<file path="src/include/rpsel_consts.svh">
`ifndef RPSEL_CONSTS_SVH
`define RPSEL_CONSTS_SVH
// Register indices on the plain register port
`define RPSEL_IDX_LC_IN 3'h0
`define RPSEL_IDX_U4_IN 3'h1
`define RPSEL_IDX_S3_CD 3'h2
`define RPSEL_IDX_S3_SS 3'h3
`define RPSEL_IDX_MAP01 3'h4
`define RPSEL_IDX_MAP23 3'h5
`define RPSEL_IDX_MAP45 3'h6
`define RPSEL_IDX_MAP67 3'h7
// Field positions
`define RPSEL_HI_LSB 8
`define RPSEL_LO_LSB 0
`define RPSEL_FLD_W 6
// Reset values of one field
`define RPSEL_IN_RST 6'h3F
`define RPSEL_OUT_RST 6'h00
`endif

</file>
<file path="src/include/rpsel_pkg.sv">
package rpsel_pkg;
  typedef logic [5:0] rpsel_fld_t;
  // Peripheral inputs fed from the pins
  typedef struct packed {
    logic logic_cell_ext_input_b;
    logic logic_cell_ext_input_a;
    logic uart_four_clear_to_send;
    logic uart_four_receive;
    logic spi_three_clock_in;
    logic spi_three_data_in;
    logic spi_three_select_in;
  } rpsel_pin_in_t;
endpackage

</file>
<file path="src/hdl/rpsel_top.sv">
`include "rpsel_consts.svh"
module rpsel_top
  import rpsel_pkg::*;
#(
  parameter int NUM_PINS = 64,
  parameter int NUM_FUNCS = 64,
  parameter bit REDUCED_PINS = 1'b0
) (
  // Clock and reset
  input wire logic SYS_CLK,
  input wire logic RST_N,
  // Register port
  input wire logic [2:0] REG_ADDR,
  input wire logic [15:0] REG_WDATA,
  input wire logic REG_WR,
  input wire logic REG_RD,
  output logic [15:0] REG_RDATA,
  // Pins and peripherals
  input wire logic [NUM_PINS-1:0] REMAPPABLE_PIN,
  input wire logic [NUM_FUNCS-1:0] PERIPH_OUT_FUNC,
  output rpsel_pin_in_t PERIPH_IN,
  output logic [7:0] PIN_OUT
);

  localparam int FW = `RPSEL_FLD_W;

  // Selection fields
  rpsel_fld_t lc_b_ff, lc_a_ff, u4_cts_ff, u4_rx_ff;
  rpsel_fld_t s3_clk_ff, s3_dat_ff, s3_ss_ff;
  rpsel_fld_t nxt_lc_b, nxt_lc_a, nxt_u4_cts, nxt_u4_rx;
  rpsel_fld_t nxt_s3_clk, nxt_s3_dat, nxt_s3_ss;
  rpsel_fld_t map_ff [8];
  rpsel_fld_t nxt_map [8];
  logic [15:0] rdata_ff, nxt_rdata;

  // Pin synchronisers; stage one feeds only stage two
  logic [NUM_PINS-1:0] pin_s1_ff, pin_s2_ff;
  logic [NUM_FUNCS-1:0] fn_s1_ff, fn_s2_ff;
  rpsel_pin_in_t pin_in_ff, nxt_pin_in;
  logic [7:0] pin_out_ff, nxt_pin_out;

  rpsel_fld_t w_hi, w_lo;
  assign w_hi = REG_WDATA[`RPSEL_HI_LSB +: FW];
  assign w_lo = REG_WDATA[`RPSEL_LO_LSB +: FW];

  function automatic logic [15:0] pack2(rpsel_fld_t hi, rpsel_fld_t lo);
    pack2 = {2'h0, hi, 2'h0, lo};
  endfunction

  function automatic logic pick_pin(logic [NUM_PINS-1:0] v,
                                    rpsel_fld_t s);
    logic r;
    r = 1'b0;
    if (int'(s) < NUM_PINS) begin
      r = v[s];
    end
    pick_pin = r;
  endfunction

  function automatic logic pick_fn(logic [NUM_FUNCS-1:0] v,
                                   rpsel_fld_t s);
    logic r;
    r = 1'b0;
    if (int'(s) < NUM_FUNCS) begin
      r = v[s];
    end
    pick_fn = r;
  endfunction

  // Register writes and read data
  always_comb begin
    nxt_lc_b = lc_b_ff;
    nxt_lc_a = lc_a_ff;
    nxt_u4_cts = u4_cts_ff;
    nxt_u4_rx = u4_rx_ff;
    nxt_s3_clk = s3_clk_ff;
    nxt_s3_dat = s3_dat_ff;
    nxt_s3_ss = s3_ss_ff;
    for (int i = 0; i < 8; i++) begin
      nxt_map[i] = map_ff[i];
    end
    if (REG_WR) begin
      case (REG_ADDR)
        `RPSEL_IDX_LC_IN: begin
          nxt_lc_b = w_hi;
          nxt_lc_a = w_lo;
        end
        `RPSEL_IDX_U4_IN: begin
          nxt_u4_cts = w_hi;
          nxt_u4_rx = w_lo;
        end
        `RPSEL_IDX_S3_CD: begin
          nxt_s3_clk = w_hi;
          nxt_s3_dat = w_lo;
        end
        `RPSEL_IDX_S3_SS: begin
          nxt_s3_ss = w_lo;
        end
        `RPSEL_IDX_MAP01: begin
          nxt_map[1] = w_hi;
          nxt_map[0] = w_lo;
        end
        `RPSEL_IDX_MAP23: begin
          nxt_map[3] = w_hi;
          nxt_map[2] = w_lo;
        end
        `RPSEL_IDX_MAP45: begin
          // Pin five field does not exist on reduced variants
          if (!REDUCED_PINS) begin
            nxt_map[5] = w_hi;
          end
          nxt_map[4] = w_lo;
        end
        `RPSEL_IDX_MAP67: begin
          nxt_map[7] = w_hi;
          nxt_map[6] = w_lo;
        end
        default: begin
        end
      endcase
    end
    nxt_rdata = 16'h0000;
    if (REG_RD) begin
      case (REG_ADDR)
        `RPSEL_IDX_LC_IN: nxt_rdata = pack2(lc_b_ff, lc_a_ff);
        `RPSEL_IDX_U4_IN: nxt_rdata = pack2(u4_cts_ff, u4_rx_ff);
        `RPSEL_IDX_S3_CD: nxt_rdata = pack2(s3_clk_ff, s3_dat_ff);
        `RPSEL_IDX_S3_SS: nxt_rdata = pack2(6'h00, s3_ss_ff);
        `RPSEL_IDX_MAP01: nxt_rdata = pack2(map_ff[1], map_ff[0]);
        `RPSEL_IDX_MAP23: nxt_rdata = pack2(map_ff[3], map_ff[2]);
        `RPSEL_IDX_MAP45: nxt_rdata = pack2(map_ff[5], map_ff[4]);
        `RPSEL_IDX_MAP67: nxt_rdata = pack2(map_ff[7], map_ff[6]);
        default: nxt_rdata = 16'h0000;
      endcase
    end
  end

  always_ff @(posedge SYS_CLK or negedge RST_N) begin
    if (!RST_N) begin
      lc_b_ff <= `RPSEL_IN_RST;
      lc_a_ff <= `RPSEL_IN_RST;
      u4_cts_ff <= `RPSEL_IN_RST;
      u4_rx_ff <= `RPSEL_IN_RST;
      s3_clk_ff <= `RPSEL_IN_RST;
      s3_dat_ff <= `RPSEL_IN_RST;
      s3_ss_ff <= `RPSEL_IN_RST;
      for (int i = 0; i < 8; i++) begin
        map_ff[i] <= `RPSEL_OUT_RST;
      end
      rdata_ff <= 16'h0000;
    end else begin
      lc_b_ff <= nxt_lc_b;
      lc_a_ff <= nxt_lc_a;
      u4_cts_ff <= nxt_u4_cts;
      u4_rx_ff <= nxt_u4_rx;
      s3_clk_ff <= nxt_s3_clk;
      s3_dat_ff <= nxt_s3_dat;
      s3_ss_ff <= nxt_s3_ss;
      for (int i = 0; i < 8; i++) begin
        map_ff[i] <= nxt_map[i];
      end
      rdata_ff <= nxt_rdata;
    end
  end

  // Routing muxes read the registered fields, so a write takes effect
  // in one clean step with no half-updated select.
  always_comb begin
    nxt_pin_in.logic_cell_ext_input_b = pick_pin(pin_s2_ff, lc_b_ff);
    nxt_pin_in.logic_cell_ext_input_a = pick_pin(pin_s2_ff, lc_a_ff);
    nxt_pin_in.uart_four_clear_to_send = pick_pin(pin_s2_ff, u4_cts_ff);
    nxt_pin_in.uart_four_receive = pick_pin(pin_s2_ff, u4_rx_ff);
    nxt_pin_in.spi_three_clock_in = pick_pin(pin_s2_ff, s3_clk_ff);
    nxt_pin_in.spi_three_data_in = pick_pin(pin_s2_ff, s3_dat_ff);
    nxt_pin_in.spi_three_select_in = pick_pin(pin_s2_ff, s3_ss_ff);
    for (int i = 0; i < 8; i++) begin
      nxt_pin_out[i] = pick_fn(fn_s2_ff, map_ff[i]);
    end
    if (REDUCED_PINS) begin
      nxt_pin_out[5] = 1'b0;
    end
  end

  always_ff @(posedge SYS_CLK or negedge RST_N) begin
    if (!RST_N) begin
      pin_s1_ff <= '0;
      pin_s2_ff <= '0;
      fn_s1_ff <= '0;
      fn_s2_ff <= '0;
      pin_in_ff <= '0;
      pin_out_ff <= 8'h00;
    end else begin
      pin_s1_ff <= REMAPPABLE_PIN;
      pin_s2_ff <= pin_s1_ff;
      fn_s1_ff <= PERIPH_OUT_FUNC;
      fn_s2_ff <= fn_s1_ff;
      pin_in_ff <= nxt_pin_in;
      pin_out_ff <= nxt_pin_out;
    end
  end

  assign REG_RDATA = rdata_ff;
  assign PERIPH_IN = pin_in_ff;
  assign PIN_OUT = pin_out_ff;

endmodule // rpsel_top

</file>
<file path="config.mk">
export PLATFORM = sky130hd
export DESIGN_NAME = rpsel_top
export DESIGN_NICKNAME = d
export VERILOG_FILES = /design/src/include/rpsel_pkg.sv /design/src/hdl/rpsel_top.sv
export VERILOG_INCLUDE_DIRS = /design/src /design/src/include
export SDC_FILE = /design/constraint.sdc
export NUM_CORES = 1
export LEC_CHECK = 0
export BUFFER_PORTS_ARGS = -buffer_cell sky130_fd_sc_hd__buf_2
export CORE_MARGIN = 2
export CORE_UTILIZATION = 60
export CTS_CLUSTER_DIAMETER = 120
export DETAILED_ROUTE_END_ITERATION = 10
export PLACE_DENSITY = 0.81
export SKIP_CTS_REPAIR_TIMING = 1
export SYNTH_ARGS = -nofsm -noshare
export SYNTH_HDL_FRONTEND = slang
export SYNTH_SLANG_ARGS = --single-unit
</file>
<file path="constraint.sdc">
create_clock -name SYS_CLK -period 4.9 [get_ports SYS_CLK]
set_input_delay 0.735 -clock SYS_CLK [delete_from_list [all_inputs] [get_ports SYS_CLK]]
set_output_delay 0.735 -clock SYS_CLK [all_outputs]
set_load 0.05 [all_outputs]
</file>
==> results of run 1 <==
## power by group through the flow
stage	logic, W	clock network, W	registers, W
6_report	0.00270	0.00283	0.00444
5_1_grt	0.00284	0.00303	0.00449
4_1_cts	0.00265	0.00289	0.00440
3_5_place_dp	0.00263	0	0.00445
3_3_place_gp	0.00261	0	0.00442
2_1_floorplan	0.00222	0	0.00396
## how the worst min path moves through the flow
stage / from / end / slack [ps] / cells after the start
2_1_floorplan: fn_s1_ff[0] / fn_s2_ff[0] / 330 / 0
3_3_place_gp: fn_s1_ff[54] / fn_s2_ff[54] / 330 / 0
3_5_place_dp: fn_s1_ff[10] / fn_s2_ff[10] / 330 / 0
4_1_cts: RST_N / fn_s1_ff[38] / 240 / 1
5_1_grt: RST_N / fn_s1_ff[39] / 280 / 1
6_report: RST_N / fn_s1_ff[39] / 210 / 1
## cell type report
type / instances / share of cell area, %
Clock inverter: 11 / 0.559
Tap cell: 402 / 2.34
Multi-Input combinational cell: 765 / 43.2
Clock buffer: 54 / 5.23
Timing Repair Buffer: 185 / 4.61
Sequential cell: 373 / 43.7
Antenna cell: 4 / 0.0466
Inverter: 17 / 0.297
## logic make-up (layout without fill, tap and decap cells)
group	after synthesis	count (layout)	synth area share [%]
AOI/OAI and AO/OA	148	148	5.11
muxes	394	394	37.5
buffers and inverters	131	267	3.27
and+or+nand+nor	219	219	5.44
other	1	8	0.0194
DFF	373	373	48.7
## flip-flops by register name (all words and copies together) (netlist names), 7 cells and up
name and count:
PERIPH_IN 7, PIN_OUT 8, REG_RDATA 12, fn_s1_ff 64, fn_s2_ff 64, map_ff 48, pin_s1_ff 64, pin_s2_ff 64
## routing by layer
layer / track usage, % / vias to the layer above / part of all wire [%] / wire length [µm]
li1: - / 5229 / - / -
met1: 48.7 / 6630 / 39 / 19800
met2: 43.2 / 1004 / 43 / 22200
met3: 11.0 / 146 / 14 / 7360
met4: 11.7 / 4 / 3.8 / 1950
met5: 0 / - / 0.058 / 30
## per-stage QoR
stage          setup slack [ps]  hold WS (ps)  utilization (%)
2_1_floorplan              2770           331                -
3_3_place_gp               1770           335             63.9
3_5_place_dp               1670           335             63.9
4_1_cts                    2180           243             67.8
5_1_grt                    1980           275             67.9
6_report                   2110           212             67.9
## critical path, cell delays in order (launching register included)
cell	delay (ps)
dfrtp_1	1170
mux4_2	650
mux2i_1	390
mux4_2	340
o21ai_0	100
## cell usage after synthesis, types with 3 or more instances
cell / count / share of area [%]
nor2_1: 37 / 0.72
a21oi_1: 20 / 0.52
nand2_1: 68 / 1.3
o21ai_0: 42 / 1.1
nand4_1: 12 / 0.39
buf_4: 20 / 0.78
nand2b_1: 3 / 0.097
buf_1: 16 / 0.31
mux2i_1: 54 / 2.8
a31oi_1: 13 / 0.42
o21ai_1: 3 / 0.078
a311oi_1: 3 / 0.14
nand3b_1: 6 / 0.23
inv_1: 15 / 0.29
mux4_1: 15 / 2.0
clkbuf_1: 42 / 0.82
nor2b_1: 25 / 0.81
nand3_1: 61 / 1.6
a211oi_1: 7 / 0.27
mux2_2: 91 / 5.3
a22oi_1: 17 / 0.66
a221oi_1: 13 / 0.59
buf_6: 3 / 0.18
a22o_1: 7 / 0.32
dfstp_2: 42 / 5.7
o211ai_1: 9 / 0.35
o2111ai_1: 6 / 0.27
buf_2: 33 / 0.86
mux4_2: 234 / 27
dfrtp_1: 331 / 43
==> impl.org, run 1 <==
** Global routing
- Global route total overflow :: 0
- Global-route wire length before repair :: 79.0 mm
- Initial antenna violation count :: 6
- Number of global-route vias before repair :: 12.9k
- In the global route stage, overall resource usage came out at 32.0%.
- Largest net degree at the start of global routing :: 97

** Pwr
- Net switching power figure :: 0.00333 W
- Final total power :: 0.00997 W
- Summed over all cells, the static leakage comes to 8.66 nW.
- Sw Share :: 33.3%
- Combinational Power Share :: 27.1%
- Internal power summed over all cells :: 0.00665 W
- Sequential cells account for 44.5% of the total power.
- VDD sags by at most 0.327 mV.
- The clock network is responsible for 28.4% of the overall power.
- For this design the ratio of total power to cell area is 464 mW/mm².

** Yosys
- After synthesis, the mean cell area works out to 15.2 µm².
- Sequential element share of the synthesized area :: 48.7%
- The cell count after synthesis came out at 1266.
- Count of flip-flops with a built-in enable after synthesis :: 0
- Count of distinct cell types in the synthesized netlist :: 44
- Register bit total from synthesis :: 373
- Cell area after synthesis :: 0.0193 mm²
- Primary flip-flop cell chosen by synthesis mapping :: dfrtp_1
- The Yosys step of the flow raised 0 warnings.
- Fraction of registers with async set/reset :: 100%

** Worst setup path
- For flop-to-flop paths, the worst setup slack is 2110 ps.
- In this run the critical register-to-register path is captured at PIN_OUT[0].
- In this run the worst setup path begins at map_ff[42].
- Measured in cells, the most critical reg-to-reg path has a length of 4.
- STA puts the critical path data arrival time at 3180 ps.
- Endpoint required time on the critical path :: 5280 ps
- Critical Path End Type :: register
- Beginning of the worst register-to-register path :: map_ff[42]
- Worst Setup Path Type :: reg -> reg
- End of the critical path :: PIN_OUT[0]
- STA classifies the critical path startpoint as a register.
- Crit path max fanout :: 18

** Place
- Post-placement cell area :: 0.0202 mm²
- Placer Congestion :: 0.996
- Port Buffer Count :: 173
- Dpl hpwl :: 35.5 mm
- Instance count after placement with tap cells included :: 1742

** STA
- Final period utilization :: 57.0%
- Max frequency :: 358 MHz
- The count of final max-slew check failures was 0.
- Total Neg Setup Slack :: 0 ps
- Worst Skew :: 10.6 ps
- For the pin with the worst max-slew slack, the measured transition is 1260 ps.
- Setup repair after global routing left no endpoint under its margin.
- Setup violations remaining at the end of the flow were counted as 0.
- Headroom to the max-slew limit came out at 15.7%.
- Count of final hold-check violations :: 0
- Final period demand of the worst path :: 2790 ps

** Layout
- Area Growth Syn to Fin :: 11.4%
- The post-route netlist has 43.7% of its cells at a drive strength greater than 1.
- Multi-input logic area :: 0.00928 mm²
- Commonest cells after routing, fill and taps aside :: dfrtp_1 (331), mux4_2 (234), buf_2 (172), mux2_2 (91), nand2_1 (68)
- Most common library cell in the layout ignoring fill and taps :: dfrtp_1
- Fill cells :: 2136
- Post-route standard cell area excluding fillers :: 0.0215 mm²
- Final nets :: 1531
- In the final layout, flip-flops and latches occupy 0.00939 mm².
- After the flow finishes, the layout carries non-filler instances totaling 1811.

** Hold path
- The tightest min-delay check is of the in -> async type.

** Floorplan
- 182 I/O pins were placed.
- The initial utilization of the core area, before any placement, comes to 61.0%.
- Area enclosed by the die boundary :: 0.0336 mm²
- The die is 183 µm wide.
- Row generation in the floorplan step produced 65 rows.
- Floorplan Core Area :: 0.0316 mm²
- Chip Height :: 183 µm

** Run status
- The run finished with clean final reports.

** CTS
- Skew-Pair Late Insertion Delay :: 520 ps
- CTS tree :: done
- Total CTS buffers :: 38
- Clock edge transition at the registers on the reported setup and hold paths :: 60 ps
- The clock passes through at most 3 buffers.
- Number of clock sinks seen by CTS :: 373
- H-tree level count :: 2
- In this run the clock root is driven by a clkbuf_16.

** Detailed routing
- Detailed-route via count :: 13.0k
- Count of routing violations after the opening detailed-route iteration :: 2097
- Detailed-router iteration count before antenna repair :: 6
- Remaining antenna violation count :: 0
- After detailed routing, the number of remaining DRC violations is 0.
- Vias/cell :: 7.19
- Routed wire length per instance :: 28.3 µm
- Wires add up to 51.3 mm.

** Run
- Number of max-cap violations :: 0
(Power assumes the default switching activity.)
==> run 2: changes to the inputs <==
==> constraint.sdc (replaced) <==
create_clock -name SYS_CLK -period 2.85 [get_ports SYS_CLK]
set_input_delay 0.4275 -clock SYS_CLK [delete_from_list [all_inputs] [get_ports SYS_CLK]]
set_output_delay 0.4275 -clock SYS_CLK [all_outputs]
set_load 0.05 [all_outputs]
==> run 2 against run 1 <==
Compared with the run above:
- first-iteration DRC count is 23% higher
- wire length is 13% higher
- fmax up 8.0%
- clock skew up 29 ps
- hold slack worse by 17 ps
- worst setup slack got worse by 1800 ps
- utilization grew 5.4 points
- sequential share of layout area down 3.2 points
- die area unchanged
- cell area increased by 7.9%
- count of clock-buffer cells in the layout fell by 5
- global-route usage grew 1.5 points
- highest routed layer unchanged
==> impl.org, run 2 (synthesis gave the netlist of run 1 again) <==
** Run status
- The run finished with clean final reports.

** Detailed routing
- The detailed-route wire length per cell came to 29.2 µm (+2.9%).
- Detailed-route via count :: 14.1k (+8.4%)
- DRC violations left :: 0 (unchanged)
- Count of routing violations after the opening detailed-route iteration :: 2583 (+23%)
- Detailed-router iteration count before antenna repair :: 7 (+1)
- The total wire length after detailed routing is 57.8 mm (+13%).
- Remaining antenna violation count :: 0 (unchanged)
- The post-detailed-route via-to-cell ratio came to 7.12 (-0.90%).

** Floorplan
- Chip Height :: 183 µm (unchanged)
- Initial standard-cell utilization of the core :: 61.0% (unchanged)
- Area enclosed by the die boundary :: 0.0336 mm² (unchanged)
- The standard cell core area was 0.0316 mm² (unchanged).
- The number of I/O pins was 182 (unchanged).
- Number of placement rows :: 65 (unchanged)
- The die span in x is 183 µm (unchanged).

** Worst setup path
- Broken down by cell family, the worst path's largest delay share belongs to compound AO/OA/AOI/OAI gates.
- The worst setup path is captured at a register.
- Startpoint class of the critical path :: register
- Critical Path Slowest Stage Cell :: dfrtp_1
- Reg2reg setup slack :: 260 ps (-1840 ps)
- Crit path max fanout :: 9 (-9)
- The cell count of the worst reg-to-reg path was 5 (+1).
- The delay of the slowest cell on the worst path was 700 ps (-470 ps).
- Endpoint required time on the critical path :: 3260 ps (-2020 ps)
- WP data arrival :: 3000 ps (-180 ps)
- Worst Setup Path Type :: reg -> reg
- Logic depth of the worst setup path including buffers :: 5 (+1)
- The buffer and inverter count on the worst path was 0 (unchanged).
- Walking the worst path, the cells encountered are mux4_2 > nor2b_1 > a2111oi_0 > a311oi_1 > a22o_1.

** CTS
- CTS tree :: done
- Clock tree synthesis selected as its root buffer the cell clkbuf_16.
- H-tree level count :: 2 (unchanged)
- Number of buffers between clock root and the deepest sink :: 3 (unchanged)
- The clock transition at the register clock pins on the worst setup and hold paths after CTS came to 60 ps (about the same).
- Total CTS buffers :: 38 (unchanged)
- The later-pin clock latency in the skew report came to 570 ps (+50 ps).
- Number of clock sinks seen by CTS :: 373 (unchanged)

** STA
- Final setup violating endpoints :: 0 (unchanged)
- The hold violation count in the final report came to 0 (unchanged).
- The post-route clock period utilization came to 90.8% (+34 points).
- The count of final max-slew check failures came to 0 (unchanged).
- RSZ-0062 raised after global routing :: no
- The post-layout minimum cycle time came to 2590 ps (-206 ps).
- Max frequency :: 386 MHz (+8.0%)
- Rel. slew slack :: 38.9% (+23 points)
- Worst slew pin tran :: 917 ps (-343 ps)
- Worst Skew :: 39.6 ps (+29.1 ps)
- Total Neg Setup Slack :: 0 ps (unchanged)

** Place
- Port Buffer Count :: 173 (unchanged)
- Dpl hpwl :: 37.5 mm (+5.5%)
- Placer Congestion :: 0.981 (-1.6%)

** Global routing
- Initial antenna violation count :: 4 (-2)
- Global-route wire length before repair :: 82.7 mm (+4.6%)
- The all-layer global routing usage was 33.5% (+1.5 points).
- The via count of the first global-routing pass is 13.3k (+3.4%).
- Global route total overflow :: 0 (unchanged)
- The maximum number of pins on one net before global-route repair was 101 (+4.1%).

** Layout
- The fraction of layout instances using a drive strength above 1 was 41.6% (-2.1 points).
- Area Growth Syn to Fin :: 20.2%
- Commonest cells after routing, fill and taps aside :: dfrtp_1 (331), mux4_2 (234), buf_2 (172), dlygate4sd3_1 (129), mux2_2 (91)
- Final nets :: 1700 (+11%)
- Most common library cell in the layout ignoring fill and taps :: dfrtp_1
- The core occupancy in the finished layout came to 73.3% (+5.4 points).

** Run
- Number of max-cap violations :: 0 (unchanged)

** Pwr
- Reported leakage power :: 9.45 nW (+9.2%)
- The maximum vdd ir drop came to 0.585 mV (+79%).
- The power per standard cell area was 772 mW/mm² (+66%).

** Hold path
- The tightest min-delay check is of the in -> reg type.
- Along the worst hold path, the cell count comes to 3.
[run 2: changes by cell type in the layout (fill, tap and decap cells not counted)]
| cell | previous run | this run |
|---|---|---|
| dlygate4sd3_1 | 0 | 129 |
| buf_4 | 10 | 46 |
| clkbuf_8 | 9 | 4 |
| buf_12 | 2 | 6 |
| bufinv_16 | 2 | 5 |
| clkinvlp_4 | 3 | 0 |
| inv_6 | 1 | 4 |
| clkinv_2 | 4 | 6 |
| diode_2 | 4 | 3 |
| inv_16 | 0 | 1 |
| inv_8 | 0 | 1 |
[run 2: final timing paths]
check                                     to          from
worst max-delay path              PIN_OUT[3]    map_ff[24]
worst min register to register   fn_s2_ff[4]   fn_s1_ff[4]
worst min-delay path            u4_cts_ff[0]  REG_WDATA[8]
max in group asynchronous       pin_s2_ff[4]         RST_N
min in group asynchronous       fn_s1_ff[32]         RST_N
worst max register to register    PIN_OUT[3]    map_ff[24]
[run 2: cell type report]
type / instances / area [µm²]
sequential: 373 / 9390
multi-input combinational: 765 / 9280
fill: 1914 / 8460
timing repair buffer: 354 / 2630
clock buffer: 49 / 1050
tap: 402 / 503
clock inverter: 18 / 255
inverter: 17 / 63.8
antenna: 3 / 7.51
[run 2: where the power goes]
part	leakage [nW]	switching, W	internal, W
Sequential	4.34	0.00139	0.00599
Combinational	4.47	0.00245	0.00276
Clock	0.649	0.00221	0.00310
[run 2: worst register-to-register path: cells and delay by family, from the launching register on]
family | cells | cell delay [ps]
AO/OA/AOI/OAI | 3 | 1060
flip-flops | 1 | 700
multiplexers | 1 | 570
AND/OR/NAND/NOR | 1 | 140
[run 2: stage by stage]
step | instances | hold WS, ps | total power [W] | worst slack, ps | cell area (µm²)
5_1_grt | 1980 | 178 | 0.0185 | 250 | 23200
6_report | 1981 | 195 | 0.0179 | 262 | 23200
3_3_place_gp | 1782 | 334 | 0.0122 | 419 | 20600
4_1_cts | 1849 | -57.5 | 0.0176 | 357 | 21900
2_1_floorplan | 1269 | 132 | 0.0106 | 761 | 19300
3_5_place_dp | 1782 | 335 | 0.0123 | 368 | 20600
[run 2: per-layer routing]
metal / up-vias / track usage, % / share of wire (%)
li1: 5571 / - / -
met1: 7198 / 51.7 / 38
met2: 1148 / 46.7 / 45
met3: 185 / 9.75 / 14
met4: 4 / 10.4 / 3.5
met5: - / 0 / 0.038
